<file path="src/include/spsf_pkg.sv">
`default_nettype none
package spsf_pkg;
  timeunit 1ns;
  timeprecision 1ns;
  // Link timing at the 50 MHz system clock
  localparam int unsigned SYS_CLK_HZ = 50_000_000;
  localparam int unsigned BAUD_HZ    = 115_200;
  // Async bit time rounds down so the bit never stretches past the rate
  localparam logic [15:0] BIT_CYC    = 16'(SYS_CLK_HZ / BAUD_HZ);
  localparam logic [15:0] HALF_CYC   = 16'(SYS_CLK_HZ / BAUD_HZ / 2);
  // Synchronous shift clock dividers
  localparam logic [15:0] SYNC_DIV_SLOW = 16'h000C;
  localparam logic [15:0] SYNC_DIV_FAST = 16'h0004;
  // Frame lengths in bit times, and bits sampled after the start bit
  localparam logic [3:0]  SYNC_BITS  = 4'h8;
  localparam logic [3:0]  A8_BITS    = 4'hA;
  localparam logic [3:0]  A9_BITS    = 4'hB;
  localparam logic [3:0]  A8_SAMPLES = 4'h9;
  localparam logic [3:0]  A9_SAMPLES = 4'hA;

  // Register indices
  localparam logic [2:0] ADDR_CTRL  = 3'h0;
  localparam logic [2:0] ADDR_DATA  = 3'h1;
  localparam logic [2:0] ADDR_SLAVE_ADDRESS_MATCH = 3'h2;
  localparam logic [2:0] ADDR_SLAVE_ADDRESS_MASK = 3'h3;
  localparam logic [2:0] ADDR_VIEW  = 3'h4;
  localparam logic [2:0] ADDR_ISTAT = 3'h5;
  localparam logic [2:0] ADDR_IMASK = 3'h6;

  // Control/status and view register fields
  localparam int unsigned BIT_HI   = 7;
  localparam int unsigned BIT_MID  = 6;
  localparam int unsigned BIT_LO   = 5;
  localparam int unsigned BIT_REN  = 4;
  localparam int unsigned BIT_TB8  = 3;
  localparam int unsigned BIT_RB8  = 2;
  localparam int unsigned BIT_TI   = 1;
  localparam int unsigned BIT_RI   = 0;
  localparam int unsigned BIT_VIEW = 0;

  // Interrupt status bits
  localparam int unsigned IRQ_W   = 5;
  localparam int unsigned IRQ_TX  = 0;
  localparam int unsigned IRQ_RX  = 1;
  localparam int unsigned IRQ_FE  = 2;
  localparam int unsigned IRQ_OV  = 3;
  localparam int unsigned IRQ_COL = 4;

  localparam logic [7:0] RST_BYTE = 8'h00;
  localparam logic [1:0] MODE_SYNC = 2'h0;
  localparam logic [1:0] MODE_A8   = 2'h1;

  typedef struct packed {
    logic [2:0] addr;
    logic [7:0] wdata;
    logic       wr;
    logic       rd;
  } spsf_req_s;

  typedef enum logic [1:0] {
    SPSF_TX_IDLE  = 2'b01,
    SPSF_TX_SHIFT = 2'b10
  } spsf_tx_e;

  typedef enum logic [3:0] {
    SPSF_RX_IDLE  = 4'b0001,
    SPSF_RX_START = 4'b0010,
    SPSF_RX_DATA  = 4'b0100,
    SPSF_RX_SYNC  = 4'b1000
  } spsf_rx_e;
endpackage : spsf_pkg
`default_nettype wire

</file>
<file path="src/design/spsf_serial_port.sv">
// Functional notes
// - Hardware sets receive overrun; only a software zero clears it.
// - Sync mode shift clock: system/12 when check bit clear, /4 when set.
// - Mode 1, check clear: any stop bit raises receive done.
// - Mode 1, check set: only stop bit of one raises receive done.
// - Nine-bit modes: check set accepts only ninth bit one frames.
// - Transmit done at end of bit 8 sync, at stop start async.
// - Upper control bits: mode/check when view 0, error flags when 1.
// - Address compare uses only bits whose mask bit is one.
`default_nettype none
module spsf_serial_port
  import spsf_pkg::*;
(
  input  wire logic      ref_clk_i,
  input  wire logic      rst_n_i,
  input  wire spsf_req_s req_i,
  output logic [7:0]     rdata_o,
  output logic           irq_o,
  input  wire logic      rxd_i,
  output logic           rxd_o,
  output logic           rxd_oe_o,
  output logic           txd_o
);
  timeunit 1ns;
  timeprecision 1ns;
  // Register state
  logic [1:0]       mode_q;
  logic             mpc_q, fe_q, ov_q, col_q;
  logic             ren_q, tb8_q, rb8_q, ti_q, ri_q, view_q;
  logic [7:0]       rbuf_q, slave_address_match_q, slave_address_mask_q;
  logic [IRQ_W-1:0] istat_q, imask_q;
  // Link state
  spsf_tx_e         tx_st_q;
  spsf_rx_e         rx_st_q;
  logic [10:0]      tx_sh_q;
  logic [9:0]       rx_sh_q;
  logic [3:0]       tx_cnt_q, rx_cnt_q;
  logic [15:0]      tx_tmr_q, rx_tmr_q;
  logic             rxd_m_q, rxd_s_q, rxd_p_q;

  // Bus decode
  wire wr_ctrl  = req_i.wr && (req_i.addr == ADDR_CTRL);
  wire wr_data  = req_i.wr && (req_i.addr == ADDR_DATA);
  wire rd_istat = req_i.rd && (req_i.addr == ADDR_ISTAT);
  wire [7:0] wd = req_i.wdata;

  wire sync_mode = (mode_q == MODE_SYNC);
  wire a8_mode   = (mode_q == MODE_A8);
  wire [15:0] sync_per = mpc_q ? SYNC_DIV_FAST : SYNC_DIV_SLOW;
  wire [15:0] bit_per  = sync_mode ? sync_per : BIT_CYC;
  wire [15:0] half_per = {1'b0, bit_per[15:1]};

  // Transmit path
  wire tx_busy  = (tx_st_q == SPSF_TX_SHIFT);
  wire tx_start = wr_data && !tx_busy;
  wire tx_tick  = tx_busy && (tx_tmr_q == 16'h0000);
  wire [3:0] tx_cnt_dec = tx_cnt_q - 4'h1;
  // done at bit 8 end or stop start
  wire tx_done_ev = tx_tick &&
                    (sync_mode ? (tx_cnt_dec == 4'h0) : (tx_cnt_dec == 4'h1));
  // A buffer write mid-frame is dropped and never sent, so it is flagged
  wire col_ev     = wr_data && tx_busy;
  wire [10:0] tx_load = sync_mode ? {3'b111, wd} :
                        a8_mode   ? {2'b11, wd, 1'b0} :
                                    {1'b1, tb8_q, wd, 1'b0};
  wire [3:0] tx_bits  = sync_mode ? SYNC_BITS : (a8_mode ? A8_BITS : A9_BITS);

  always_ff @(posedge ref_clk_i) begin
    if (!rst_n_i) begin
      tx_st_q  <= SPSF_TX_IDLE;
      tx_sh_q  <= 11'h7FF;
      tx_cnt_q <= 4'h0;
      tx_tmr_q <= 16'h0000;
    end else begin
      case (tx_st_q)
        SPSF_TX_IDLE: begin
          if (tx_start) begin
            tx_st_q  <= SPSF_TX_SHIFT;
            tx_sh_q  <= tx_load;
            tx_cnt_q <= tx_bits;
            tx_tmr_q <= bit_per - 16'h0001;
          end
        end
        SPSF_TX_SHIFT: begin
          if (tx_tick) begin
            tx_sh_q  <= {1'b1, tx_sh_q[10:1]};
            tx_cnt_q <= tx_cnt_dec;
            tx_tmr_q <= bit_per - 16'h0001;
            if (tx_cnt_dec == 4'h0) begin
              tx_st_q <= SPSF_TX_IDLE;
            end
          end else begin
            tx_tmr_q <= tx_tmr_q - 16'h0001;
          end
        end
        default: tx_st_q <= SPSF_TX_IDLE;
      endcase
    end
  end

  // Receive path; the first sync stage feeds only the second
  always_ff @(posedge ref_clk_i) begin
    if (!rst_n_i) begin
      rxd_m_q <= 1'b1;
      rxd_s_q <= 1'b1;
      rxd_p_q <= 1'b1;
    end else begin
      rxd_m_q <= rxd_i;
      rxd_s_q <= rxd_m_q;
      rxd_p_q <= rxd_s_q;
    end
  end

  wire rx_tick  = (rx_tmr_q == 16'h0000);
  wire [3:0] rx_cnt_dec = rx_cnt_q - 4'h1;
  wire [9:0] rx_nsh = {rxd_s_q, rx_sh_q[9:1]};
  wire rx_last  = rx_tick && (rx_cnt_dec == 4'h0);
  wire rx_fin   = rx_last &&
                  ((rx_st_q == SPSF_RX_DATA) || (rx_st_q == SPSF_RX_SYNC));
  wire [7:0] rx_byte = (rx_st_q == SPSF_RX_SYNC) ? rx_nsh[9:2] :
                       a8_mode ? rx_nsh[8:1] : rx_nsh[7:0];
  wire rx_ninth = a8_mode ? rx_nsh[9] : rx_nsh[8];
  wire rx_stop  = rx_nsh[9];
  wire addr_hit = (((rx_byte ^ slave_address_match_q) & slave_address_mask_q) == 8'h00);
  // acceptance by mode and check bit
  wire rx_ok    = sync_mode || !mpc_q ||
                  (a8_mode ? rx_stop : (rx_ninth && addr_hit));
  wire rx_acc   = rx_fin && rx_ok;
  wire fe_ev    = rx_fin && !sync_mode && !rx_stop;
  // new frame while the last is unread
  wire ov_ev    = rx_acc && ri_q;
  // done raised on the final sample
  wire ri_ev    = rx_acc && !ri_q;
  wire a_start  = ren_q && !sync_mode && rxd_p_q && !rxd_s_q;
  wire s_start  = ren_q && sync_mode && !ri_q && !tx_busy;

  always_ff @(posedge ref_clk_i) begin
    if (!rst_n_i) begin
      rx_st_q  <= SPSF_RX_IDLE;
      rx_sh_q  <= 10'h000;
      rx_cnt_q <= 4'h0;
      rx_tmr_q <= 16'h0000;
    end else begin
      rx_tmr_q <= rx_tmr_q - 16'h0001;
      case (rx_st_q)
        SPSF_RX_IDLE: begin
          if (a_start) begin
            rx_st_q  <= SPSF_RX_START;
            rx_tmr_q <= HALF_CYC - 16'h0001;
          end else if (s_start) begin
            rx_st_q  <= SPSF_RX_SYNC;
            rx_cnt_q <= SYNC_BITS;
            rx_tmr_q <= bit_per - 16'h0001;
          end
        end
        SPSF_RX_START: begin
          if (rx_tick) begin
            // A glitch shorter than half a bit is not a start bit
            rx_st_q  <= rxd_s_q ? SPSF_RX_IDLE : SPSF_RX_DATA;
            rx_cnt_q <= a8_mode ? A8_SAMPLES : A9_SAMPLES;
            rx_tmr_q <= bit_per - 16'h0001;
          end
        end
        SPSF_RX_DATA, SPSF_RX_SYNC: begin
          if (rx_tick) begin
            rx_sh_q  <= rx_nsh;
            rx_cnt_q <= rx_cnt_dec;
            rx_tmr_q <= bit_per - 16'h0001;
            if (rx_cnt_dec == 4'h0) begin
              rx_st_q <= SPSF_RX_IDLE;
            end
          end
        end
        default: rx_st_q <= SPSF_RX_IDLE;
      endcase
    end
  end

  // Control/status register; hardware sets win over software clears
  wire view_hi = wr_ctrl && !view_q;
  wire flag_wr = wr_ctrl && view_q;
  always_ff @(posedge ref_clk_i) begin
    if (!rst_n_i) begin
      {mode_q, mpc_q} <= 3'b000;
      {fe_q, ov_q, col_q} <= 3'b000;
    end else begin
      // upper bits steered by the view
      if (view_hi) begin
        {mode_q, mpc_q} <= wd[BIT_HI:BIT_LO];
      end
      // cleared only by a software zero
      fe_q  <= fe_ev  || (fe_q  && !(flag_wr && !wd[BIT_HI]));
      ov_q  <= ov_ev  || (ov_q  && !(flag_wr && !wd[BIT_MID]));
      col_q <= col_ev || (col_q && !(flag_wr && !wd[BIT_LO]));
    end
  end

  always_ff @(posedge ref_clk_i) begin
    if (!rst_n_i) begin
      {ren_q, tb8_q, rb8_q, ti_q, ri_q} <= 5'h00;
    end else begin
      ren_q <= wr_ctrl ? wd[BIT_REN] : ren_q;
      tb8_q <= wr_ctrl ? wd[BIT_TB8] : tb8_q;
      rb8_q <= (ri_ev && !sync_mode) ? rx_ninth :
               (wr_ctrl ? wd[BIT_RB8] : rb8_q);
      ti_q  <= tx_done_ev || (wr_ctrl ? wd[BIT_TI] : ti_q);
      ri_q  <= ri_ev || (wr_ctrl ? wd[BIT_RI] : ri_q);
    end
  end

  always_ff @(posedge ref_clk_i) begin
    if (!rst_n_i) begin
      rbuf_q  <= RST_BYTE;
      slave_address_match_q <= RST_BYTE;
      slave_address_mask_q <= RST_BYTE;
      view_q  <= 1'b0;
      imask_q <= '0;
    end else begin
      if (ri_ev) rbuf_q <= rx_byte;
      if (req_i.wr && req_i.addr == ADDR_SLAVE_ADDRESS_MATCH) slave_address_match_q <= wd;
      if (req_i.wr && req_i.addr == ADDR_SLAVE_ADDRESS_MASK) slave_address_mask_q <= wd;
      if (req_i.wr && req_i.addr == ADDR_VIEW)  view_q  <= wd[BIT_VIEW];
      if (req_i.wr && req_i.addr == ADDR_IMASK) imask_q <= wd[IRQ_W-1:0];
    end
  end

  // Interrupt status, cleared by reading it; an event in that cycle stays
  wire [IRQ_W-1:0] irq_ev = {col_ev, ov_ev, fe_ev, ri_ev, tx_done_ev};
  wire [IRQ_W-1:0] istat_d = (rd_istat ? '0 : istat_q) | irq_ev;

  // read view of the upper bits
  wire [2:0] ctrl_hi = view_q ? {fe_q, ov_q, col_q} : {mode_q, mpc_q};
  wire [7:0] ctrl_rd = {ctrl_hi, ren_q, tb8_q, rb8_q, ti_q, ri_q};
  wire [7:0] rd_mux  =
    (req_i.addr == ADDR_CTRL)  ? ctrl_rd :
    (req_i.addr == ADDR_DATA)  ? rbuf_q :
    (req_i.addr == ADDR_SLAVE_ADDRESS_MATCH) ? slave_address_match_q :
    (req_i.addr == ADDR_SLAVE_ADDRESS_MASK) ? slave_address_mask_q :
    (req_i.addr == ADDR_VIEW)  ? {7'h00, view_q} :
    (req_i.addr == ADDR_ISTAT) ? {3'h0, istat_q} :
    (req_i.addr == ADDR_IMASK) ? {3'h0, imask_q} : 8'h00;

  // Pin drive: in sync mode the transmit pin carries the shift clock
  wire sync_tx  = tx_busy && sync_mode;
  wire sync_rx  = (rx_st_q == SPSF_RX_SYNC);
  wire clk_tx   = (tx_tmr_q < half_per);
  wire clk_rx   = (rx_tmr_q < half_per);
  wire txd_d    = sync_tx ? clk_tx : (sync_rx ? clk_rx :
                  (sync_mode ? 1'b1 : tx_sh_q[0]));

  always_ff @(posedge ref_clk_i) begin
    if (!rst_n_i) begin
      istat_q  <= '0;
      rdata_o  <= RST_BYTE;
      irq_o    <= 1'b0;
      txd_o    <= 1'b1;
      rxd_o    <= 1'b1;
      rxd_oe_o <= 1'b0;
    end else begin
      istat_q  <= istat_d;
      rdata_o  <= req_i.rd ? rd_mux : RST_BYTE;
      irq_o    <= |(istat_d & imask_q);
      txd_o    <= txd_d;
      rxd_o    <= sync_tx ? tx_sh_q[0] : 1'b1;
      rxd_oe_o <= sync_tx;
    end
  end
endmodule : spsf_serial_port
`default_nettype wire

</file>
<file path="config.mk">
export PLATFORM = sky130hd
export DESIGN_NAME = spsf_serial_port
export DESIGN_NICKNAME = d
export VERILOG_FILES = /design/src/include/spsf_pkg.sv /design/src/design/spsf_serial_port.sv
export SDC_FILE = /design/constraint.sdc
export NUM_CORES = 1
export LEC_CHECK = 0
export ABC_AREA = 1
export BUFFER_PORTS_ARGS = -buffer_cell sky130_fd_sc_hd__buf_4
export CORE_UTILIZATION = 42
export CTS_CLUSTER_DIAMETER = 150
export DETAILED_ROUTE_END_ITERATION = 8
export PLACE_DENSITY = 0.55
export SYNTH_ARGS = -nofsm -noshare
export SYNTH_HDL_FRONTEND = slang
export SYNTH_SLANG_ARGS = --single-unit
</file>
<file path="constraint.sdc">
create_clock -name ref_clk_i -period 3.2 [get_ports ref_clk_i]
set_input_delay 0.64 -clock ref_clk_i [delete_from_list [all_inputs] [get_ports ref_clk_i]]
set_output_delay 0.64 -clock ref_clk_i [all_outputs]
set_load 0.01 [all_outputs]
</file>
Yosys cells after proc, flatten, opt, wreduce, memory -nomap -nowiden. Cells that the tools add are included. W data, S select, Z words.

Memories: 0. Word-level logic and storage cells: 198. Output and inout port bits: 12. Register bits: 128. ROM bits: 0. Bits in latches: 0. RAM bits: 0. Input bits: 16.

Muxes and demuxes: 56. Multipliers: 0. Equality and inequality tests: 23. $lt $le $gt $ge: 2. Add/subtract/negate cells: 5. Divide/modulo/power cells: 0. Shift operators: 0. Bitwise logic cells: 4. Reduce and logical (&&, ||, !) cells: 76.

Operators by type and width (count): $mux W16 (5); $pmux W16 S2 (2); $mux W8 (6); $mux W4 (11); $logic_and A1 B1 Y1 (35); $logic_not A16 Y1 (2); $lt A16 B8 Y1 (2); $sub A16 B1 Y16 const B (2); $pmux W4 S3 (2); $mux W11 (2); $pmux W11 S2 (1); $mux W10 (2); $mux W5 (4); $logic_not A1 Y1 (12); $ne A2 B2 Y1 const B (6); $mux W1 (11); $mux W2 (5); $sub A9 B1 Y10 const B (1); $eq A3 B3 Y1 const B (3); $mux W9 (1); $and A8 B8 Y8 (1); $eq A4 B1 Y1 const B (2); $logic_not A4 Y1 (2); $logic_not A8 Y1 (1); 28 further kinds (45).

Logic depth before layout (Yosys ltp).
Word-level depth: 14. Mapped depth: 18.

Worst setup path before layout. No wires, ideal clock.

Path kind: in2reg. Start: in req_i[1] in the netlist's numbering. End: reg tx_sh_q[1]. Data arrival time: 1.876 ns. Setup time: 0.138 ns. Buffers on the path: 2. Cell stages on the path: 9. Slack: 1.185 ns. Data required time: 3.062 ns. Cells stage by stage: buf_2 -> inv_1 -> nor4_1 -> nand3_1 -> nand2_1 -> nand2_1 -> inv_1 -> buf_4 -> o211ai_1.

Word-level cells in the longest chain between the ends: 4.

Ends and longest elaborated chain: from (decl) (line spsf_serial_port.sv:16) `input wire spsf_req_s req_i,`; $logic_and A1 B1 Y1 (line spsf_serial_port.sv:43) `wire wr_data = req_i.wr && (req_i.addr == ADDR_DATA);`; $logic_and A1 B1 Y1 (line spsf_serial_port.sv:55) `wire tx_start = wr_data && !tx_busy;`; $ne A2 B2 Y1 (no line); $reduce_and A3 Y1 (no line); to (signal assigned) (line spsf_serial_port.sv:79) `tx_sh_q <= tx_load;`; to (signal assigned) (line spsf_serial_port.sv:86) `tx_sh_q <= {1'b1, tx_sh_q[10:1]};`; to (decl) (line spsf_serial_port.sv:35) `logic [10:0] tx_sh_q;`.

Every way passes these cells. A chain may end at the register's enable or synchronous reset.

Final worst setup path.
Start: reg mode_q[0]. End: reg rx_tmr_q[4].

Word-level cells in the longest chain between the ends: 7. Elaborated cells on any way between the ends: 14. Classes of those cells: add/sub (1); mux (5); reduce/logical (8).

Ends and longest elaborated chain: from (decl) (line spsf_serial_port.sv:27) `logic [1:0] mode_q;`; from (signal assigned) (line spsf_serial_port.sv:189) `{mode_q, mpc_q} <= wd[BIT_HI:BIT_LO];`; $logic_not A2 Y1 (*) (line spsf_serial_port.sv:47) `wire sync_mode = (mode_q == MODE_SYNC);`; parallel branches: the longest is 5 deep, another holds $sub A9 B1 Y10; $pmux W16 S2 (*) (line spsf_serial_port.sv:145) `case (rx_st_q)`; to (signal assigned) (line spsf_serial_port.sv:144) `rx_tmr_q <= rx_tmr_q - 16'h0001;`; to (signal assigned) (line spsf_serial_port.sv:149) `rx_tmr_q <= HALF_CYC - 16'h0001;`; to (signal assigned) (line spsf_serial_port.sv:153) `rx_tmr_q <= bit_per - 16'h0001;`; to (decl) (line spsf_serial_port.sv:38) `logic [15:0] tx_tmr_q, rx_tmr_q;`.

Mark *: on every way between the ends.

==> metrics <==
status finished, final reports clean; fin crit share 81.04%; Die H 125.1 µm; Hold-fix buffers, CTS 0; CTS tree built; syn_area_per_cell 7.068 µm²; largest net degree at the start of global routing 37; startpoint types register; number of routed nets with antenna violations 0; #FFs+latches synth 126; post-placement cell count 1095; clock-pin slew on the worst setup and hold paths 60 ps; HP Class in2reg; Worst path max stage delay 450 ps; Post-synth EDFFs 0; met2 Use GR 35.92%; YS warnings 0; die width 125.1 µm; worst-case clock buffer depth 2; Site Rows 44; Crit-path slowest cell dfxtp_1; Core ar. 14640 µm²; hold_ws 408.8 ps; Max Slew Vio Count 0; Final HPWL DP 12.57 mm; Antenna Cells 0; power consumption 4.848 mW; global route hottest layer met2; Hold Vio Cnt, Final 0; Cell variety after synth 44; Final min period 2593 ps; initial antenna violation count 0; initial core utilization 43.49%; # port buffers 27; most frequent cells after synthesis nand2_1, dfxtp_1, inv_1, nor2_1, a21oi_1; Setup TNS 0 ps; Clk Latency, worst-skew pair 420 ps; maxcap violations 0; Final setup viols 0; via/cell ratio 5.308; Slew HR 53.79%; critical path endpoint category register; top-area cell type share of the netlist area 39.61%; mapped cell area 6369 µm²; Layout Utilization 50.24%; r2r setup slk 610 ps; Routed WL per cell 15.34 µm; post-CTS sizing 0; first-pass GRT wire length 28.63 mm; post-route cell area 7357 µm²; Post-Syn Nets 936; area grow syn2layout 15.52%; asr flop ratio synth 0%; initial detailed-routing violation count 551; Clock Sinks 126; die area 15660 µm²; drt first pass iters 5; Main synth FF type dfxtp_1; RSZ-0062 raised after global routing no; GR Util met3 4.921%; Final WS setup 606.8 ps; worst slew pin tran 690.6 ps; CTS Root Cell clkbuf_16; kind of critical path reg2reg; final wirelength 17.28 mm; NumNets Final 965; post-place instance area 6750 µm²; vias in the first global route 5590; Place WS 643.5 ps; GRT Total Usage 23.18%; share of layout cells above drive strength 1 9.342%; Achievable Freq 385.6 MHz; area leader, netlist dfxtp_1; register area share after synthesis 39.61%; pwr/cell area 658.9 nW/µm²; CP Cell Sequence nor2_8, inv_1, nor2_1, inv_1, nor3_2, nand2_1, nand2_2, inv_1, nor2_1, o21ai_0, nand2_1, inv_1; H-tree Lvls 4; leak pwr 3.187 nW; met1 GRT Util 32.44%; gpl congestion 0.8718; # fillers 1423; Worst VDD drop 0.0004400 V; Cell Count, Final, Fillers Out 1126; Num CTS Buffers 17; boundary pin count 28; Post-Synthesis Cells 901; final clock skew 4.996 ps; via count 5977; CP Data Arrival Time 2910 ps; CP required 3520 ps; Post CTS Setup Buffer Count 0; most used cell, CP inv_1; most common cell in the netlist nand2_1; DRC viols 0; ranking of synthesized cells by area dfxtp_1, nand2_1, inv_1; gr ovfl total 0; CP max FO 16
-- worst max-delay path: cells and delay by family (launching register included) --
family	cells	cell delay [ps]
flops	1	450
compound gates	1	90
buf+inv	4	660
simple gates	7	1280
-- cells in the final DEF, fill, tap and decap left out, drive strengths merged, types with 19 or more instances in the layout --
| master | instances |
|---|---|
| nand2 | 168 |
| dfxtp | 126 |
| inv | 125 |
| nor2 | 96 |
| a21oi | 88 |
| o21ai | 82 |
| nand3 | 62 |
| buf | 36 |
| clkbuf | 21 |
| ha | 19 |
-- where the power goes --
group          switching (mW)  internal, mW
clock network           0.707          1.28
logic                   0.646         0.377
registers               0.132          1.71
total                    1.49          3.36
-- cell families after synthesis --
| kind of cell | synth area share [%] |
|---|---|
| simple gates | 24.09 |
| compound gates | 19.84 |
| buf+inv | 9.410 |
| flops | 39.61 |
| xor+xnor | 3.163 |
| fa+ha+maj | 3.733 |
| mux | 0.1572 |
-- metal layers --
layer  vias up  share of wire (%)  wire length, µm
met3        12                5.7              987
met1      2758                 48             8361
met2       151                 45             7744
met5         -                  0                0
met4         0                1.1              182
li1       3056                  -                -
-- path summary, 6_finish.rpt --
path	end	depth (start not counted)	startpoint
worst max register to register	rx_tmr_q[4]$_SDFF_PN0_	12	mode_q[0]$_SDFFE_PN0P_
worst min-delay path	rxd_m_q$_SDFF_PN1_	2	rxd_i
worst min register to register	rx_stop$_SDFF_PN1_	1	rxd_m_q$_SDFF_PN1_
worst max-delay path	rx_tmr_q[4]$_SDFF_PN0_	12	mode_q[0]$_SDFFE_PN0P_
-- layout make-up --
type	instances	area (µm²)	share of cell area, %
well taps	184	230.2	3.129
multi-input cells	622	3247	44.13
flip-flops and latches	126	2522	34.29
inverters	127	480.5	6.531
repair buffers	36	270.3	3.673
clock buffers	21	470.5	6.395
clock inverters	10	136.4	1.854
-- flip-flops by register name, summed over array words and instances (netlist names), 2 cells and up --
name	cells
mode_q	2
tx_cnt_q	4
rx_cnt_q	4
rx_sh_q	9
slave_address_match_q	8
rx_tmr_q	16
rdata_o	8
rx_st_q	4
tx_st_q	2
istat_q	5
rbuf_q	8
tx_sh_q	10
tx_tmr_q	16
slave_address_mask_q	8
imask_q	5
Note: power is estimated with default switching activity, not from simulation.
